**src/inc/aeu_defs.vh**
```
`ifndef AEU_DEFS_VH
`define AEU_DEFS_VH

// Operation select codes.
`define AEU_OP_ADD          4'h0
`define AEU_OP_ADC          4'h1
`define AEU_OP_SUB          4'h2
`define AEU_OP_DIFF_BRW     4'h3
`define AEU_OP_IMM_DIFF     4'h4
`define AEU_OP_IMM_DIFF_BRW 4'h5
`define AEU_OP_AND          4'h6
`define AEU_OP_IMM_CONJ     4'h7
`define AEU_OP_OR           4'h8
`define AEU_OP_ORI          4'h9
`define AEU_OP_WORD_INC     4'hA
`define AEU_OP_WORD_DEC     4'hB

// Status flag bit positions in the 8-bit status byte.
`define AEU_F_C           0
`define AEU_F_Z           1
`define AEU_F_N           2
`define AEU_F_V           3
`define AEU_F_S           4
`define AEU_F_H           5
`define AEU_F_T           6
`define AEU_F_I           7

// Reset values.
`define AEU_SREG_RST      8'h00
`define AEU_DATA_RST      8'h00

// Cycle counts per operation class.
`define AEU_CYC_BYTE      2'h1
`define AEU_CYC_WORD      2'h2

`endif

```
**src/core/aeu_flag_reg.v**
```verilog
`timescale 1ns/1ps
`default_nettype none
`include "aeu_defs.vh"

// Holds the status byte; only the flags selected by the mask are replaced.
module aeu_flag_reg
(
  // Clock and reset
  input  wire       clk_sys,
  input  wire       resetn,
  // Update
  input  wire       upd,
  input  wire [7:0] upd_mask,
  input  wire [7:0] upd_val,
  // State
  output reg  [7:0] flags
);

  always @(posedge clk_sys)
  begin
    if (!resetn)
      flags <= `AEU_SREG_RST;
    else if (upd)
      flags <= (flags & ~upd_mask) | (upd_val & upd_mask);
  end

endmodule
`default_nettype wire

```
**src/core/aeu_core.v**
```verilog
// Behaviour
// RULE1 - Register add and add-with-carry store Rd plus source (plus C) and update Z C N V H in one clock.
// RULE2 - Word immediate increase adds K to the high:low pair, updates Z C N V S and takes two clocks.
// RULE3 - Word immediate decrease subtracts K from the high:low pair, updates Z C N V S, two clocks.
// RULE4 - Register subtract and difference with borrow store Rd minus source (minus C), Z C N V H, one clock.
// RULE5 - Immediate difference stores Rd minus K and updates Z C N V H in one clock.
// RULE6 - Immediate difference with borrow stores Rd minus K minus C and updates Z C N V H in one clock.
// RULE7 - Conjunction and disjunction with a register or constant store into Rd and update only Z N V.
// RULE8 - Bitwise operations clear V, copy result bit 7 to N and set Z when the result is zero.
`timescale 1ns/1ps
`default_nettype none
`include "aeu_defs.vh"

module aeu_core
(
  // Clock and reset
  input  wire        clk_sys,
  input  wire        resetn,
  // Request from decoder
  input  wire        op_start,
  input  wire [3:0]  op_sel,
  input  wire [7:0]  dest_operand,
  input  wire [7:0]  dest_high,
  input  wire [7:0]  source_operand,
  input  wire [7:0]  imm_operand,
  // Result to register file
  output reg         res_valid,
  output reg         res_word,
  output reg  [7:0]  res_low,
  output reg  [7:0]  res_high,
  output reg         busy,
  output reg  [1:0]  op_cycles,
  // Status flags
  output wire [7:0]  status_flags
);

  localparam [1:0] ST_IDLE = 2'b01;
  localparam [1:0] ST_WORD = 2'b10;

  reg  [1:0]  state;
  reg  [15:0] word_sum;
  reg  [7:0]  next_flags;
  reg  [7:0]  flag_mask;
  reg  [7:0]  byte_res;
  reg         flag_upd;
  reg  [8:0]  wide;
  reg  [7:0]  opb;
  reg         cin;
  reg         is_sub;
  reg  [16:0] wsum;
  wire [7:0]  flags;

  // Half carry out of bit 3 for add or borrow out of bit 3 for subtract.
  function half_flag;
    input       sub;
    input [7:0] a;
    input [7:0] b;
    input [7:0] r;
    begin
      if (sub)
        half_flag = (~a[3] & b[3]) | (b[3] & r[3]) | (r[3] & ~a[3]);
      else
        half_flag = (a[3] & b[3]) | (b[3] & ~r[3]) | (~r[3] & a[3]);
    end
  endfunction

  // Two's complement overflow from the operand and result sign bits.
  function ovf_flag;
    input sub;
    input a7;
    input b7;
    input r7;
    begin
      if (sub)
        ovf_flag = (a7 & ~b7 & ~r7) | (~a7 & b7 & r7);
      else
        ovf_flag = (a7 & b7 & ~r7) | (~a7 & ~b7 & r7);
    end
  endfunction

  aeu_flag_reg u_flags
  (
    .clk_sys  (clk_sys),
    .resetn   (resetn),
    .upd      (flag_upd),
    .upd_mask (flag_mask),
    .upd_val  (next_flags),
    .flags    (flags)
  );

  assign status_flags = flags;

  always @*
  begin
    next_flags = `AEU_SREG_RST;
    flag_mask  = 8'h00;
    byte_res   = 8'h00;
    flag_upd   = 1'b0;
    wide       = 9'h000;
    is_sub     = 1'b0;
    cin        = 1'b0;
    opb        = source_operand;
    // The pair result is formed every cycle; only a taken word request latches it.
    if (op_sel == `AEU_OP_WORD_INC)
      wsum = {1'b0, dest_high, dest_operand} + {9'h000, imm_operand}; // RULE2
    else
      wsum = {1'b0, dest_high, dest_operand} - {9'h000, imm_operand}; // RULE3
    case (op_sel)
      `AEU_OP_IMM_DIFF, `AEU_OP_IMM_DIFF_BRW, `AEU_OP_IMM_CONJ, `AEU_OP_ORI:
        opb = imm_operand;
      default:
        opb = source_operand;
    endcase
    case (op_sel)
      `AEU_OP_ADC, `AEU_OP_DIFF_BRW, `AEU_OP_IMM_DIFF_BRW:
        cin = flags[`AEU_F_C];
      default:
        cin = 1'b0;
    endcase
    if (op_start && state == ST_IDLE)
    begin
      case (op_sel)
        `AEU_OP_ADD, `AEU_OP_ADC:
        begin
          wide = {1'b0, dest_operand} + {1'b0, opb} + {8'h00, cin}; // RULE1
          byte_res = wide[7:0];
          flag_upd = 1'b1;
          flag_mask = 8'h2F;
        end
        `AEU_OP_SUB, `AEU_OP_DIFF_BRW, `AEU_OP_IMM_DIFF, `AEU_OP_IMM_DIFF_BRW:
        begin
          wide = {1'b0, dest_operand} - {1'b0, opb} - {8'h00, cin}; // RULE4 RULE5 RULE6
          byte_res = wide[7:0];
          is_sub = 1'b1;
          flag_upd = 1'b1;
          flag_mask = 8'h2F;
        end
        `AEU_OP_AND, `AEU_OP_IMM_CONJ:
        begin
          byte_res = dest_operand & opb; // RULE7
          flag_upd = 1'b1;
          flag_mask = 8'h0E;
        end
        `AEU_OP_OR, `AEU_OP_ORI:
        begin
          byte_res = dest_operand | opb; // RULE7
          flag_upd = 1'b1;
          flag_mask = 8'h0E;
        end
        default:
          flag_upd = 1'b0;
      endcase
      next_flags[`AEU_F_C] = wide[8];
      next_flags[`AEU_F_Z] = (byte_res == 8'h00); // RULE8
      next_flags[`AEU_F_N] = byte_res[7]; // RULE8
      if (flag_mask == 8'h2F)
      begin
        next_flags[`AEU_F_V] = ovf_flag(is_sub, dest_operand[7], opb[7], byte_res[7]);
        next_flags[`AEU_F_H] = half_flag(is_sub, dest_operand, opb, byte_res);
      end
      else
        next_flags[`AEU_F_V] = 1'b0; // RULE8
    end
    else if (state == ST_WORD)
    begin
      // Second clock of a word operation commits the 16-bit flags.
      flag_upd = 1'b1;
      flag_mask = 8'h1F;
      next_flags[`AEU_F_Z] = (word_sum == 16'h0000); // RULE2 RULE3
      next_flags[`AEU_F_N] = word_sum[15];
      next_flags[`AEU_F_C] = res_word;
      next_flags[`AEU_F_V] = op_cycles[0];
      next_flags[`AEU_F_S] = word_sum[15] ^ op_cycles[0];
    end
  end

  // For word operations the carry and overflow are parked in res_word and
  // op_cycles[0] during the first clock so the flag update can use them.
  always @(posedge clk_sys)
  begin
    if (!resetn)
    begin
      state     <= ST_IDLE;
      res_valid <= 1'b0;
      res_word  <= 1'b0;
      res_low   <= `AEU_DATA_RST;
      res_high  <= `AEU_DATA_RST;
      busy      <= 1'b0;
      op_cycles <= 2'h0;
      word_sum  <= 16'h0000;
    end
    else
    begin
      res_valid <= 1'b0;
      case (state)
        ST_IDLE:
        begin
          if (op_start && (op_sel == `AEU_OP_WORD_INC || op_sel == `AEU_OP_WORD_DEC))
          begin
            word_sum  <= wsum[15:0];
            res_word  <= wsum[16];
            op_cycles <= {1'b0, (op_sel == `AEU_OP_WORD_INC) ?
                         (~dest_high[7] & wsum[15]) : (dest_high[7] & ~wsum[15])};
            busy      <= 1'b1;
            state     <= ST_WORD;
          end
          else if (op_start && flag_upd)
          begin
            res_low   <= byte_res;
            res_valid <= 1'b1;
            res_word  <= 1'b0;
            op_cycles <= `AEU_CYC_BYTE;
          end
        end
        ST_WORD:
        begin
          res_low   <= word_sum[7:0];
          res_high  <= word_sum[15:8];
          res_valid <= 1'b1;
          res_word  <= 1'b1;
          op_cycles <= `AEU_CYC_WORD;
          busy      <= 1'b0;
          state     <= ST_IDLE;
        end
        default:
          state <= ST_IDLE;
      endcase
    end
  end

endmodule
`default_nettype wire

```
**config.mk**
```make
export PLATFORM = sky130hd
export DESIGN_NAME = aeu_core
export DESIGN_NICKNAME = d
export VERILOG_FILES = /design/src/core/aeu_flag_reg.v /design/src/core/aeu_core.v
export VERILOG_INCLUDE_DIRS = /design/src /design/src/inc
export SDC_FILE = /design/constraint.sdc
export NUM_CORES = 1
export LEC_CHECK = 0
export BUFFER_PORTS_ARGS = -buffer_cell sky130_fd_sc_hd__buf_4
export CAP_MARGIN = 20
export CORE_MARGIN = 2
export CORE_UTILIZATION = 56
export DETAILED_ROUTE_END_ITERATION = 8
export PLACE_DENSITY = 0.83
export REMOVE_ABC_BUFFERS = 1
export SLEW_MARGIN = 20
export SYNTH_ARGS = -nofsm -noshare
export SYNTH_HDL_FRONTEND = slang
export SYNTH_SLANG_ARGS = --single-unit
```
**constraint.sdc**
```tcl
create_clock -name clk_sys -period 6.21 [get_ports clk_sys]
set_clock_uncertainty 0.15 [all_clocks]
set_input_delay 0.621 -clock clk_sys [delete_from_list [all_inputs] [get_ports clk_sys]]
set_output_delay 0.621 -clock clk_sys [all_outputs]
set_load 0.01 [all_outputs]
```
### Word level (Yosys, flattened, before mapping)

Cells that the tools add are included.

* add/sub/neg operators: 6
* eq/ne operators: 18
* mux-type cells: 39
* bitwise logic cells: 36
* reductions and logical operators: 22

Operators by type and width (number)
* 8-bit two-way mux: 7
* 8-bit one-hot mux with 4 select lines: 1
* 1-bit two-way mux: 18
* 9-bit one-hot mux with 2 select lines: 1
* 16-bit by 8-bit adder with 17-bit output: 1
* 17-bit two-way mux: 1
* 16-bit by 8-bit subtractor with 17-bit output: 1
* 1-bit bitwise AND: 16
* 8-bit bitwise AND: 2
* 4-bit by 3-bit equality test with 1-bit output (second input constant): 4
* 4-bit equality test (second input constant): 4
* 16-bit zero test: 1
* 8-bit OR: 2
* 8-bit one-hot mux with 2 select lines: 1
* 6-bit one-hot mux with 2 select lines: 1
* 4-bit OR reduction: 3
* 5-bit two-way mux: 2
* 10-bit OR reduction: 1
* 8-bit by 8-bit adder with 9-bit output: 1
* 9-bit by 1-bit adder with 9-bit output: 1
* 8-bit by 8-bit subtractor with 9-bit output: 1
* 9-bit by 1-bit subtractor with 9-bit output: 1
* 6-bit by 8-bit bitwise AND with 8-bit output: 1
* 4-bit by 2-bit equality test with 1-bit output (second input constant): 2
* 25 further kinds: 47

* register bits after elaboration: 47
* input port bits: 39
* output and inout bits: 29
* word-level logic and storage cells: 130

### Longest topological paths before layout

Gate-level depths: netlist of run 1.

* depth after elaboration: 16
* mapped depth: 17
* mapped depth without buffers: 16

### Hierarchy

From an unflattened synthesis of run 1, not the netlist that was laid out.

* cells, all modules: 570
* area total of the unflattened synthesis: 4471.8 sq um

Modules (own cells, without submodules)
* aeu_core: times used 1, cells each 527, area each 4113.9 sq um, seq. area each 780.7 sq um
* aeu_flag_reg: times used 1, cells each 43, area each 357.8 sq um, seq. area each 160.2 sq um

### Worst setup path after synthesis of run 1

No wires, ideal clock.

* path kind: input to register
* start point: input port op_sel[2]
* end point: register (tool-made name)
* setup time: 0.116 ns
* arrival: 4.148 ns
* data required time: 5.944 ns
* slack: 1.797 ns
* stages: 16
* buffers on the path: 2
* path through: buf_2 > nor2b_1 > a21oi_1 > a2bb2oi_1 > buf_2 > mux2_2 > ha_1 > inv_1 > ha_1 > a21oi_1 > nand3_1 > nor2_1 > xnor2_1 > a221oi_2 > mux4_1 > a31o_1

RTL lines
* start: declaration: RTL line aeu_core.v:21 `input wire [3:0] op_sel,`

==> metrics, run 1 <==
total net switching power 0.0003326 W; number of enable flip-flop cells after synthesis 0; total number of vias 4144; number of placed cells counting well taps 686; vias in the first global route 3883; Synth-to-Final Area Change 15.10%; routed length per instance 16.70 um; number of iterations in the first detailed-routing pass 4; setup TNS after final layout 0 ns; design internal power 0.0005909 W; clock slew seen by the registers of the worst setup and hold paths 0.08 ns; worst endpoint data arrival time 4.72 ns; tightest slew margin relative to the limit 30.13%; Hold Violations, Final 0; I/O pin count 68; class of the tightest hold or removal check flop to flop; fraction of the yosys area taken by sequential cells 21.20%; clock network fraction of total power 23.8%; total routing usage reported by global routing 27.59%; commonest cells after routing, fill and taps aside buf_4 (67), nand2_1 (60), ha_1 (53), dfxtp_1 (45), inv_1 (36); Final setup viols 0; total half-perimeter wirelength after legalization and detailed placement 9432 um; beginning of the critical path op_sel[3]; total wirelength of the detailed-routed design 11590 um; Critical Path End Type flop; flop2flop setup slack 2.61 ns; Placement Rows 31; mean instance size in the synthesized netlist 7.827 sq um; horizontal die dimension 91.12 um; post-layout min period 4.669 ns; count of buffers from port buffering 65; number of instances in the synthesized netlist 543; actual transition at the worst max-transition pin 1.048 ns; highest clock rate 0.2142 GHz; number of cells on the worst reg-to-reg path 11; global-route wire length before repair 18710 um; post_cts resized 0; DRC violation count after routing 0; commonest non-fill, non-tap cell in the layout buf_4; TritonCTS clock tree built; routability congestion estimate from global placement 0.9628; Async SR Flop Fraction 0%; combinational fraction of design power 42.4%; static power due to leakage 2.181 nW; Power Dens Cells 188.8 nW/um^2; Die Y 91.12 um; cell area after synthesis 4250 sq um; number of hold-repair buffers added at the cts stage 0; RSZ-0062 raised after global routing no; fraction of the core area covered by cells at the end of the flow 67.09%; clock root buffer clkbuf_8; data required time of the worst path 6.26 ns; number of max-cap violations 0; slowest CP cell mux4_1; switching fraction of total power 36.02%; Startpoint Class input port; flip-flop cell with the highest count after synthesis dfxtp_1; depth of the critical timing path with buffers and inverters included 15; number of antenna violations at the first check in global routing 0; antenna diode count 0; slowest stage delay, CP 0.62 ns; Die Area 8303 sq um; area of the core 7292 sq um; Cell variety after synth 65; clock tree buffer depth 2; share of layout cells above drive strength 1 14.45%; biggest fanout along the worst timing path 14; Worst Setup Path Type input port to flop; final net count 690; number of max-slew violations in the final report 0; initial core utilization 58.29%; maximum ir drop on the vdd rail 0.08624 mV; worst path bufs/invs 2; outcome finished clean; CTS sink cnt 45; final standard cell count with taps included and fillers excluded 694; pin count of the biggest net entering global routing 54; post-DR vias/cell 5.971; H-tree lvl count 2; clock insertion delay at the later pin of the skew report 0.30 ns; synth warn 0; critical path cell sequence buf_4 > nor2b_1 > a21oi_1 > a2bb2oi_1 > buf_4 > mux2i_1 > fa_1 > ha_1 > o21ai_1 > a21oi_1 > nor2_1 > xnor2_1 > a221oi_2 > mux4_1 > a31o_1; Pwr Total 0.0009236 W; gate family responsible for the most delay along the worst path compound AO/OA/AOI/OAI gates; share of the clock period used by the worst path after layout 75.19%; number of setup buffers added after CTS 0; sequential power share 33.8%; number of buffers inserted during clock tree synthesis 5; remaining global-route overflow 0; post-route antenna net violation count 0; number of synthesized register bits 45; First DRT Iteration DRCs 199
-- worst min-delay path, stage by stage (launching register included) --
cell     delay (ns)
dfxtp_1        0.33
nand3_1        0.06
o21ai_1        0.05
-- metal layers --
metal,track usage [%],wire (um),vias to the layer above,part of all wire (%)
li1,-,-,2037,-
met1,37.39,5316,1903,46
met2,46.85,5372,183,46
met3,2.407,640,21,5.5
met4,7.828,259,0,2.2
met5,0,0,-,0
-- synthesized netlist by cell type (3+ instances only) --
cell type / n / area [sq um]
o21ai_1: 14 / 70.07
and2_1: 11 / 68.82
nor4_1: 5 / 31.28
o211ai_1: 3 / 22.52
nand2b_1: 7 / 43.79
mux2i_1: 12 / 120.1
a21oi_1: 30 / 150.1
a22oi_1: 3 / 22.52
o211a_1: 6 / 60.06
a211oi_1: 6 / 45.04
dfxtp_1: 45 / 900.9
nor2b_1: 18 / 112.6
nand3_1: 18 / 90.09
or4_1: 3 / 22.52
fa_1: 4 / 80.08
mux2_2: 6 / 67.56
a2bb2oi_1: 3 / 26.28
inv_1: 36 / 135.1
o31ai_1: 4 / 30.03
o21ai_0: 25 / 125.1
ha_1: 53 / 663.1
nand4_1: 3 / 18.77
a221oi_1: 3 / 26.28
a21boi_0: 4 / 30.03
nand4b_1: 3 / 26.28
xnor2_1: 18 / 157.7
a21o_1: 7 / 52.55
xor2_1: 14 / 122.6
o21a_1: 4 / 30.03
clkbuf_1: 18 / 67.56
a31oi_1: 11 / 68.82
nor2_1: 32 / 120.1
nand2_1: 60 / 225.2
and3_1: 4 / 25.02
nor3_1: 10 / 50.05
-- worst min path at each step --
stage	start	endpoint	slack (ns)	depth (start not counted)
after floorplan	word_sum[13]	word_sum[13]	0.30	2
after global placement	state[0]	state[0]	0.32	1
after detailed placement	word_sum[13]	word_sum[13]	0.33	2
after CTS	word_sum[13]	word_sum[13]	0.34	2
after global routing	flop	flop	0.37	2
final	word_sum[13]	word_sum[13]	0.34	2
-- cells by family after synthesis --
logic type      share of synthesized area (%)
simple gates                            20.43
compound gates                          23.46
buf+inv                                 5.711
fa+ha+maj                               17.49
flops                                   21.20
xor+xnor                                6.594
mux                                     5.034
other cells                           0.08823
-- stage by stage --
step | setup slack [ns] | hold WS (ns) | area, sq um
6_report | 1.541 | 0.3367 | 4892
3_3_place_gp | 1.515 | 0.3155 | 4781
2_1_floorplan | 1.655 | 0.2994 | 4154
4_1_cts | 1.606 | 0.3384 | 4892
5_1_grt | 1.341 | 0.3740 | 4892
3_5_place_dp | 1.315 | 0.3271 | 4781
-- power groups by stage --
stage	clock, W	combinational [W]	sequential (W)
final	0.000220	0.000392	0.000312
after global routing	0.000233	0.000432	0.000313
after CTS	0.000221	0.000388	0.000312
after detailed placement	0	0.000386	0.000318
after global placement	0	0.000378	0.000318
after floorplan	0	0.000259	0.000320
-- layout make-up --
type                       count  area, sq um
multi-input combinational    437         3110
clock inverter                 2        38.79
fill                         653         2400
inverter                      38        142.6
timing repair buffer          67        503.0
tap                           99        123.9
sequential                    45        900.9
clock buffer                   6        72.57
(Power assumes the default switching activity.)
==> inputs of run 2 (changes only) <==
Settings changed: ABC_AREA set to 1, CORE_UTILIZATION 56 to 53, PLACE_DENSITY 0.83 to 0.82.
Clock period 6.21 ns to 3.96 ns, I/O delays scaled along.
==> run 2 against run 1 <==
Compared with the run above: synthesized cell count is 24% higher; routed wire length rose by 2.5%; register-to-register slack got worse by 1.7 ns; flip-flop and latch count did not move; critical path depth grew 4; cell area up 3.3%; core utilization is 4.9 points lower.
==> metrics, run 2 <==
RSZ-0062 raised after global routing no (unchanged); clock insertion delay at the later pin of the skew report 0.30 ns (about the same); total number of vias 4533 (was 4144); number of max-cap violations 0 (unchanged); outcome finished clean (unchanged); Power Dens Cells 272.4 nW/um^2 (was 188.8 nW/um^2); Cell variety after synth 43 (was 65); number of antenna violations at the first check in global routing 0 (unchanged); clock slew seen by the registers of the worst setup and hold paths 0.09 ns (was 0.08 ns); Hold Crit Endpoint res_high[6] (was word_sum[13]); Hold Violations, Final 0 (unchanged); global-route wire length before repair 19400 um (was 18710 um); final net count 833 (was 690); static power due to leakage 2.658 nW (was 2.181 nW); Critical Path End Type flop (unchanged); routed length per instance 14.09 um (was 16.70 um); maximum ir drop on the vdd rail 0.1170 mV (was 0.08624 mV); biggest fanout along the worst timing path 15 (was 14); pin count of the biggest net entering global routing 28 (was 54); TritonCTS clock tree built (unchanged); number of max-slew violations in the final report 0 (unchanged); vias in the first global route 4163 (was 3883); highest clock rate 0.2976 GHz; cell with the most instances after synthesis nand2_1 (unchanged); class of the tightest hold or removal check input port to flop (was flop to flop); post_cts resized 0 (unchanged); Synth top area share 20.47% (was 21.20%); synth warn 0 (unchanged); share of the clock period used by the worst path after layout 84.84%; Die Area 9048 sq um (was 8303 sq um); fraction of the core area covered by cells at the end of the flow 62.14% (was 67.09%); total area of sequential cells 900.9 sq um (unchanged); top cell types by occurrence after synthesis nand2_1 (109), inv_1 (105), nor2_1 (76) (was nand2_1 (60), ha_1 (53), dfxtp_1 (45)); Startpoint Class input port (unchanged); smallest hold slack 0.3232 ns (was 0.3367 ns); mean instance size in the synthesized netlist 6.510 sq um (was 7.827 sq um); routability congestion estimate from global placement 0.8748 (was 0.9628); antenna diode count 0 (unchanged); post-DR vias/cell 5.377 (was 5.971); total half-perimeter wirelength after legalization and detailed placement 9648 um (was 9432 um); HP Start resetn (was word_sum[13]); Reg2Reg Capture Point res_low[0]; Async SR Flop Fraction 0% (unchanged); worst flop-to-flop path startpoint state[0]; CTS sink cnt 45 (unchanged); area used by multi-input combinational logic 2990 sq um (was 3110 sq um); Pwr Total 0.001377 W (was 0.0009236 W); worst endpoint data arrival time 3.41 ns (was 4.72 ns); First DRT Iteration DRCs 307 (was 199); Worst Setup Path Type input port to flop (unchanged); total routing usage reported by global routing 27.12% (was 27.59%); area of the core 8134 sq um (was 7292 sq um); number of buffers inserted during clock tree synthesis 5 (unchanged); initial core utilization 54.10% (was 58.29%); total wirelength of the detailed-routed design 11880 um (was 11590 um); Final setup viols 0 (unchanged); number of setup buffers added after CTS 0 (unchanged); flip-flop cell with the highest count after synthesis dfxtp_1 (unchanged); setup TNS after final layout 0 ns (unchanged); count of buffers from port buffering 65 (unchanged); largest area contributor in the netlist dfxtp_1 (unchanged); data required time of the worst path 4.01 ns (was 6.26 ns); Placement Rows 33 (was 31); number of iterations in the first detailed-routing pass 6 (was 4); H-tree lvl count 2 (unchanged); remaining global-route overflow 0 (unchanged); cell area after synthesis 4400 sq um (was 4250 sq um); I/O pin count 68 (unchanged); DRC violation count after routing 0 (unchanged); number of synthesized register bits 45 (unchanged); top cells by area in the synthesized netlist dfxtp_1 (20%), ha_1 (15%), nand2_1 (9.3%), inv_1 (9.0%), a21oi_1 (7.2%) (was dfxtp_1 (21%), ha_1 (16%), nand2_1 (5.3%), xnor2_1 (3.7%), a21oi_1 (3.5%)); horizontal die dimension 95.12 um (was 91.12 um); number of cells on the worst reg-to-reg path 11 (unchanged); post-layout min period 3.360 ns; post-route antenna net violation count 0 (unchanged); number of inserted filler cells in the final layout 762 (was 653); actual transition at the worst max-transition pin 0.7688 ns (was 1.048 ns); number of instances in the synthesized netlist 676 (was 543); Die Y 95.12 um (was 91.12 um); number of hold-repair buffers added at the cts stage 0 (unchanged); fraction of the yosys area taken by sequential cells 20.47% (was 21.20%); Synth-to-Final Area Change 14.87% (was 15.10%); number of enable flip-flop cells after synthesis 0 (unchanged); clock root buffer clkbuf_8 (unchanged); clock tree buffer depth 2 (unchanged); flop2flop setup slack 0.90 ns (was 2.61 ns); commonest non-fill, non-tap cell in the layout nand2_1 (was buf_4); tightest slew margin relative to the limit 48.75% (was 30.13%); worst hold stages 3 (was 2); share of layout cells above drive strength 1 15.18% (was 14.45%); commonest cells after routing, fill and taps aside nand2_1 (109), inv_1 (105), nor2_1 (76), buf_4 (65), a21oi_1 (63) (was buf_4 (67), nand2_1 (60), ha_1 (53), dfxtp_1 (45), inv_1 (36))
[run 2: worst max-delay path by stage]
stage | cells after the start | start | slack [ns] | end
floorplan | 16 | op_sel[3] | 0.97 | res_low[6]
global placement | 19 | op_sel[3] | 0.47 | flop
detailed placement | 19 | op_sel[3] | 0.33 | flop
CTS | 19 | op_sel[3] | 0.64 | flop
global route | 18 | op_sel[3] | 0.30 | flop
finish | 19 | op_sel[3] | 0.60 | flop
[run 2: worst max-delay path: stages]
cell and delay (ns):
buf_4 0.12, inv_2 0.11, nor2_4 0.06, nand3_1 0.11, nand3_2 0.29, o21ai_0 0.47, ha_1 0.37, inv_1 0.12
ha_1 0.29, nand2_1 0.10, inv_1 0.04, a21oi_1 0.17, nand3_1 0.11, nand3_2 0.11, nand3_2 0.15, nand2_1 0.09
nand3_1 0.07, nand3_1 0.13, a21oi_1 0.07
[run 2: logic make-up (layout without fill, tap and decap cells)]
group           count (synthesis)  after routing  synth area share [%]
simple gates                  266            266                 27.41
flops                          45             45                 20.47
buf+inv                       132            193                 11.66
xor+xnor                       20             20                 3.981
compound gates                155            155                 19.51
fa+ha+maj                      57             57                 16.89
other cells                     1              2               0.08522
[run 2: area by class of cell]
| cell class | instances | area share, % |
|---|---|---|
| Clock buffer | 5 | 1.361 |
| Tap cell | 105 | 2.599 |
| Multi-Input combinational cell | 500 | 59.16 |
| Inverter | 120 | 8.960 |
| Clock inverter | 3 | 0.4455 |
| Sequential cell | 45 | 17.82 |
| Timing Repair Buffer | 65 | 9.653 |
[run 2: stage by stage]
stage	cell area (sq um)	setup WS [ns]	std cells
after floorplan	4344	0.9679	665
after global routing	5055	0.3032	843
after global placement	4964	0.4690	835
after CTS	5055	0.6390	843
final	5055	0.6002	843
after detailed placement	4964	0.3295	835
[run 2: layer usage]
metal  track usage [%]  wire (um)  up-vias
met3             2.925        857       16
met5                 0          0        -
li1                  -          -     2309
met1             38.23       5511     2032
met4             6.159        191        0
met2             44.48       5318      176
[run 2: power by group]
group,internal [W],switching [W]
Combinational,0.000228,0.000366
Clock,0.000124,0.000164
Sequential,0.000476,0.0000185
Total,0.000828,0.000549
==> inputs of run 3 (changes only) <==
Clock period 3.96 ns to 2.85 ns, I/O delays scaled along.
==> run 3 against run 2 <==
Compared with the run above: the run now ends with setup timing left; flip-flop and latch count unchanged; clock-buffer cell count unchanged; total power increased by 62%; sequential power increased by 39%; cell area increased by 18%; clock power increased by 43%; sequential share of layout area decreased by 2.7 points; global-route usage increased by 2.4 points.
==> metrics, run 3 (same netlist as run 2, synthesis figures left out) <==
outcome complete, but fails checks (was finished clean); violations in the final reports setup timing; maximum ir drop on the vdd rail 0.2394 mV (was 0.1170 mV); vias in the first global route 4742 (was 4163); number of hold-repair buffers added at the cts stage 0 (unchanged); horizontal die dimension 95.12 um (unchanged); Hold Violations, Final 0 (unchanged); number of iterations in the first detailed-routing pass 6 (unchanged); First DRT Iteration DRCs 408 (was 307); Startpoint Class input port (unchanged); total wirelength of the detailed-routed design 13630 um (was 11880 um); antenna diode count 0 (unchanged); number of buffers inserted during clock tree synthesis 5 (unchanged); Pwr Total 0.002237 W (was 0.001377 W); area used by multi-input combinational logic 3262 sq um (was 2990 sq um); Final setup viols 1 (was 0); clock tree buffer depth 2 (unchanged); CTS sink cnt 45 (unchanged); routability congestion estimate from global placement 0.9395 (was 0.8748); share of layout cells above drive strength 1 30.00% (was 15.18%); count of buffers from port buffering 65 (unchanged); post-route antenna net violation count 0 (unchanged); number of max-slew violations in the final report 0 (unchanged); slowest stage delay, CP 0.38 ns (was 0.47 ns); Die Y 95.12 um (unchanged); pin count of the biggest net entering global routing 28 (unchanged); clock slew seen by the registers of the worst setup and hold paths 0.09 ns (about the same); slowest CP cell fa_2 (was o21ai_0); DRC violation count after routing 0 (unchanged); post-layout min period 2.856 ns; global-route wire length before repair 21420 um (was 19400 um); TritonCTS clock tree built (unchanged); Critical Path End Type flop (unchanged); total routing usage reported by global routing 29.51% (was 27.12%); commonest non-fill, non-tap cell in the layout buf_4 (was nand2_1); number of max-cap violations 0 (unchanged); routed length per instance 14.73 um (was 14.09 um); number of inserted filler cells in the final layout 631 (was 762); commonest cells after routing, fill and taps aside buf_4 (144), inv_1 (101), nand2_1 (98), nor2_1 (74), a21oi_1 (57) (was nand2_1 (109), inv_1 (105), nor2_1 (76), buf_4 (65), a21oi_1 (63)); Placement Rows 33 (unchanged); post-DR vias/cell 5.498 (was 5.377); clock root buffer clkbuf_8 (unchanged); worst endpoint data arrival time 2.95 ns (was 3.41 ns); clock insertion delay at the later pin of the skew report 0.30 ns (about the same); total number of vias 5086 (was 4533); remaining global-route overflow 0 (unchanged); Synth-to-Final Area Change 35.68% (was 14.87%); Placed Instance Area 5534 sq um (was 4964 sq um); setup slack of the critical path after layout -0.005858 ns (was 0.6002 ns); share of the clock period used by the worst path after layout 100.2%; total half-perimeter wirelength after legalization and detailed placement 10460 um (was 9648 um); most used cell, CP nand2_2 (was nand3_1); I/O pin count 68 (unchanged); class of the tightest hold or removal check input port to flop (unchanged); final net count 915 (was 833); tightest slew margin relative to the limit 45.43% (was 48.75%); Die Area 9048 sq um (unchanged); H-tree lvl count 2 (unchanged); static power due to leakage 3.104 nW (was 2.658 nW); highest clock rate 0.3502 GHz; data required time of the worst path 2.94 ns (was 4.01 ns); Worst Setup Path Type input port to flop (unchanged); total area of sequential cells 902.1 sq um (was 900.9 sq um); biggest fanout along the worst timing path 7 (was 15); actual transition at the worst max-transition pin 0.8156 ns (was 0.7688 ns); number of antenna violations at the first check in global routing 0 (unchanged); RSZ-0062 raised after global routing yes (was no); initial core utilization 54.10% (unchanged); area of the core 8134 sq um (unchanged); Power Dens Cells 374.6 nW/um^2 (was 272.4 nW/um^2); final design instance area without fill 5971 sq um (was 5055 sq um)
## run 3: cell types whose count changed in the layout (fill, tap and decap cells not counted), moves of 9 or more
cell,before,now
nand2_2,5,16
o21ai_0,50,35
o21ai_1,15,24
nand2_1,109,98
buf_4,65,144
## run 3: routing by layer
layer / global-route usage (%) / vias up / wire (um)
li1: - / 2480 / -
met1: 39.27 / 2291 / 5795
met2: 50.00 / 266 / 6372
met3: 3.162 / 49 / 1017
met4: 9.300 / 0 / 442
met5: 0 / - / 0
## run 3: worst paths after layout
check	endpoint	cells past startpoint	startpoint	slack [ns]
worst max-delay path	flop	25	op_sel[3]	-0.006
worst min-delay path	word_sum[1]	3	resetn	0.21
worst max register to register	flop	16	flop	0.07
worst min register to register	res_high[7]	2	res_high[7]	0.33
## run 3: report_power, final
group | total, W | switching, W | internal, W | leakage (nW)
clock | 0.000413 | 0.000236 | 0.000177 | 0.0447
combinational | 0.00114 | 0.000622 | 0.000513 | 2.69
sequential | 0.000689 | 0.0000267 | 0.000662 | 0.367
## run 3: metrics by stage
| step | setup WS [ns] | hold slack [ns] | utilization, % | instances | TNS [ns] |
|---|---|---|---|---|---|
| 3_3_place_gp | -0.2701 | 0.3050 | 68.04 | 911 | -2.833 |
| 3_5_place_dp | -0.4864 | 0.3126 | 68.04 | 911 | -5.279 |
| 2_1_floorplan | -0.03108 | 0.2699 | - | 665 | -0.04949 |
| 6_report | -0.005858 | 0.2093 | 73.40 | 925 | -0.005858 |
| 4_1_cts | 0.006726 | 0.1899 | 70.17 | 923 | 0 |
| 5_1_grt | -0.1155 | 0.2180 | 73.40 | 925 | -0.5399 |
## run 3: what timing repair did
action,CTS,global route
cloned,0,0
setup buffers,4,2
resized for setup,13,71
endpoints found under the setup margin,5,18
pin swaps,3,31
## run 3: cell type report
class / instances / share of cell area (%)
clock inverters: 3 / 0.4191
clock buffers: 5 / 1.153
inverters: 120 / 7.670
well taps: 105 / 2.200
flip-flops and latches: 45 / 15.11
repair buffers: 147 / 18.82
multi-input cells: 500 / 54.63
## run 3: critical path: cells and delay by family
kind / cells / cell delay [ns]
buffers and inverters: 5 / 0.33
and+or+nand+nor: 15 / 1.40
xor gates and xnor gates: 1 / 0.15
AOI/OAI and AO/OA: 2 / 0.21
adders and majority gates: 2 / 0.54
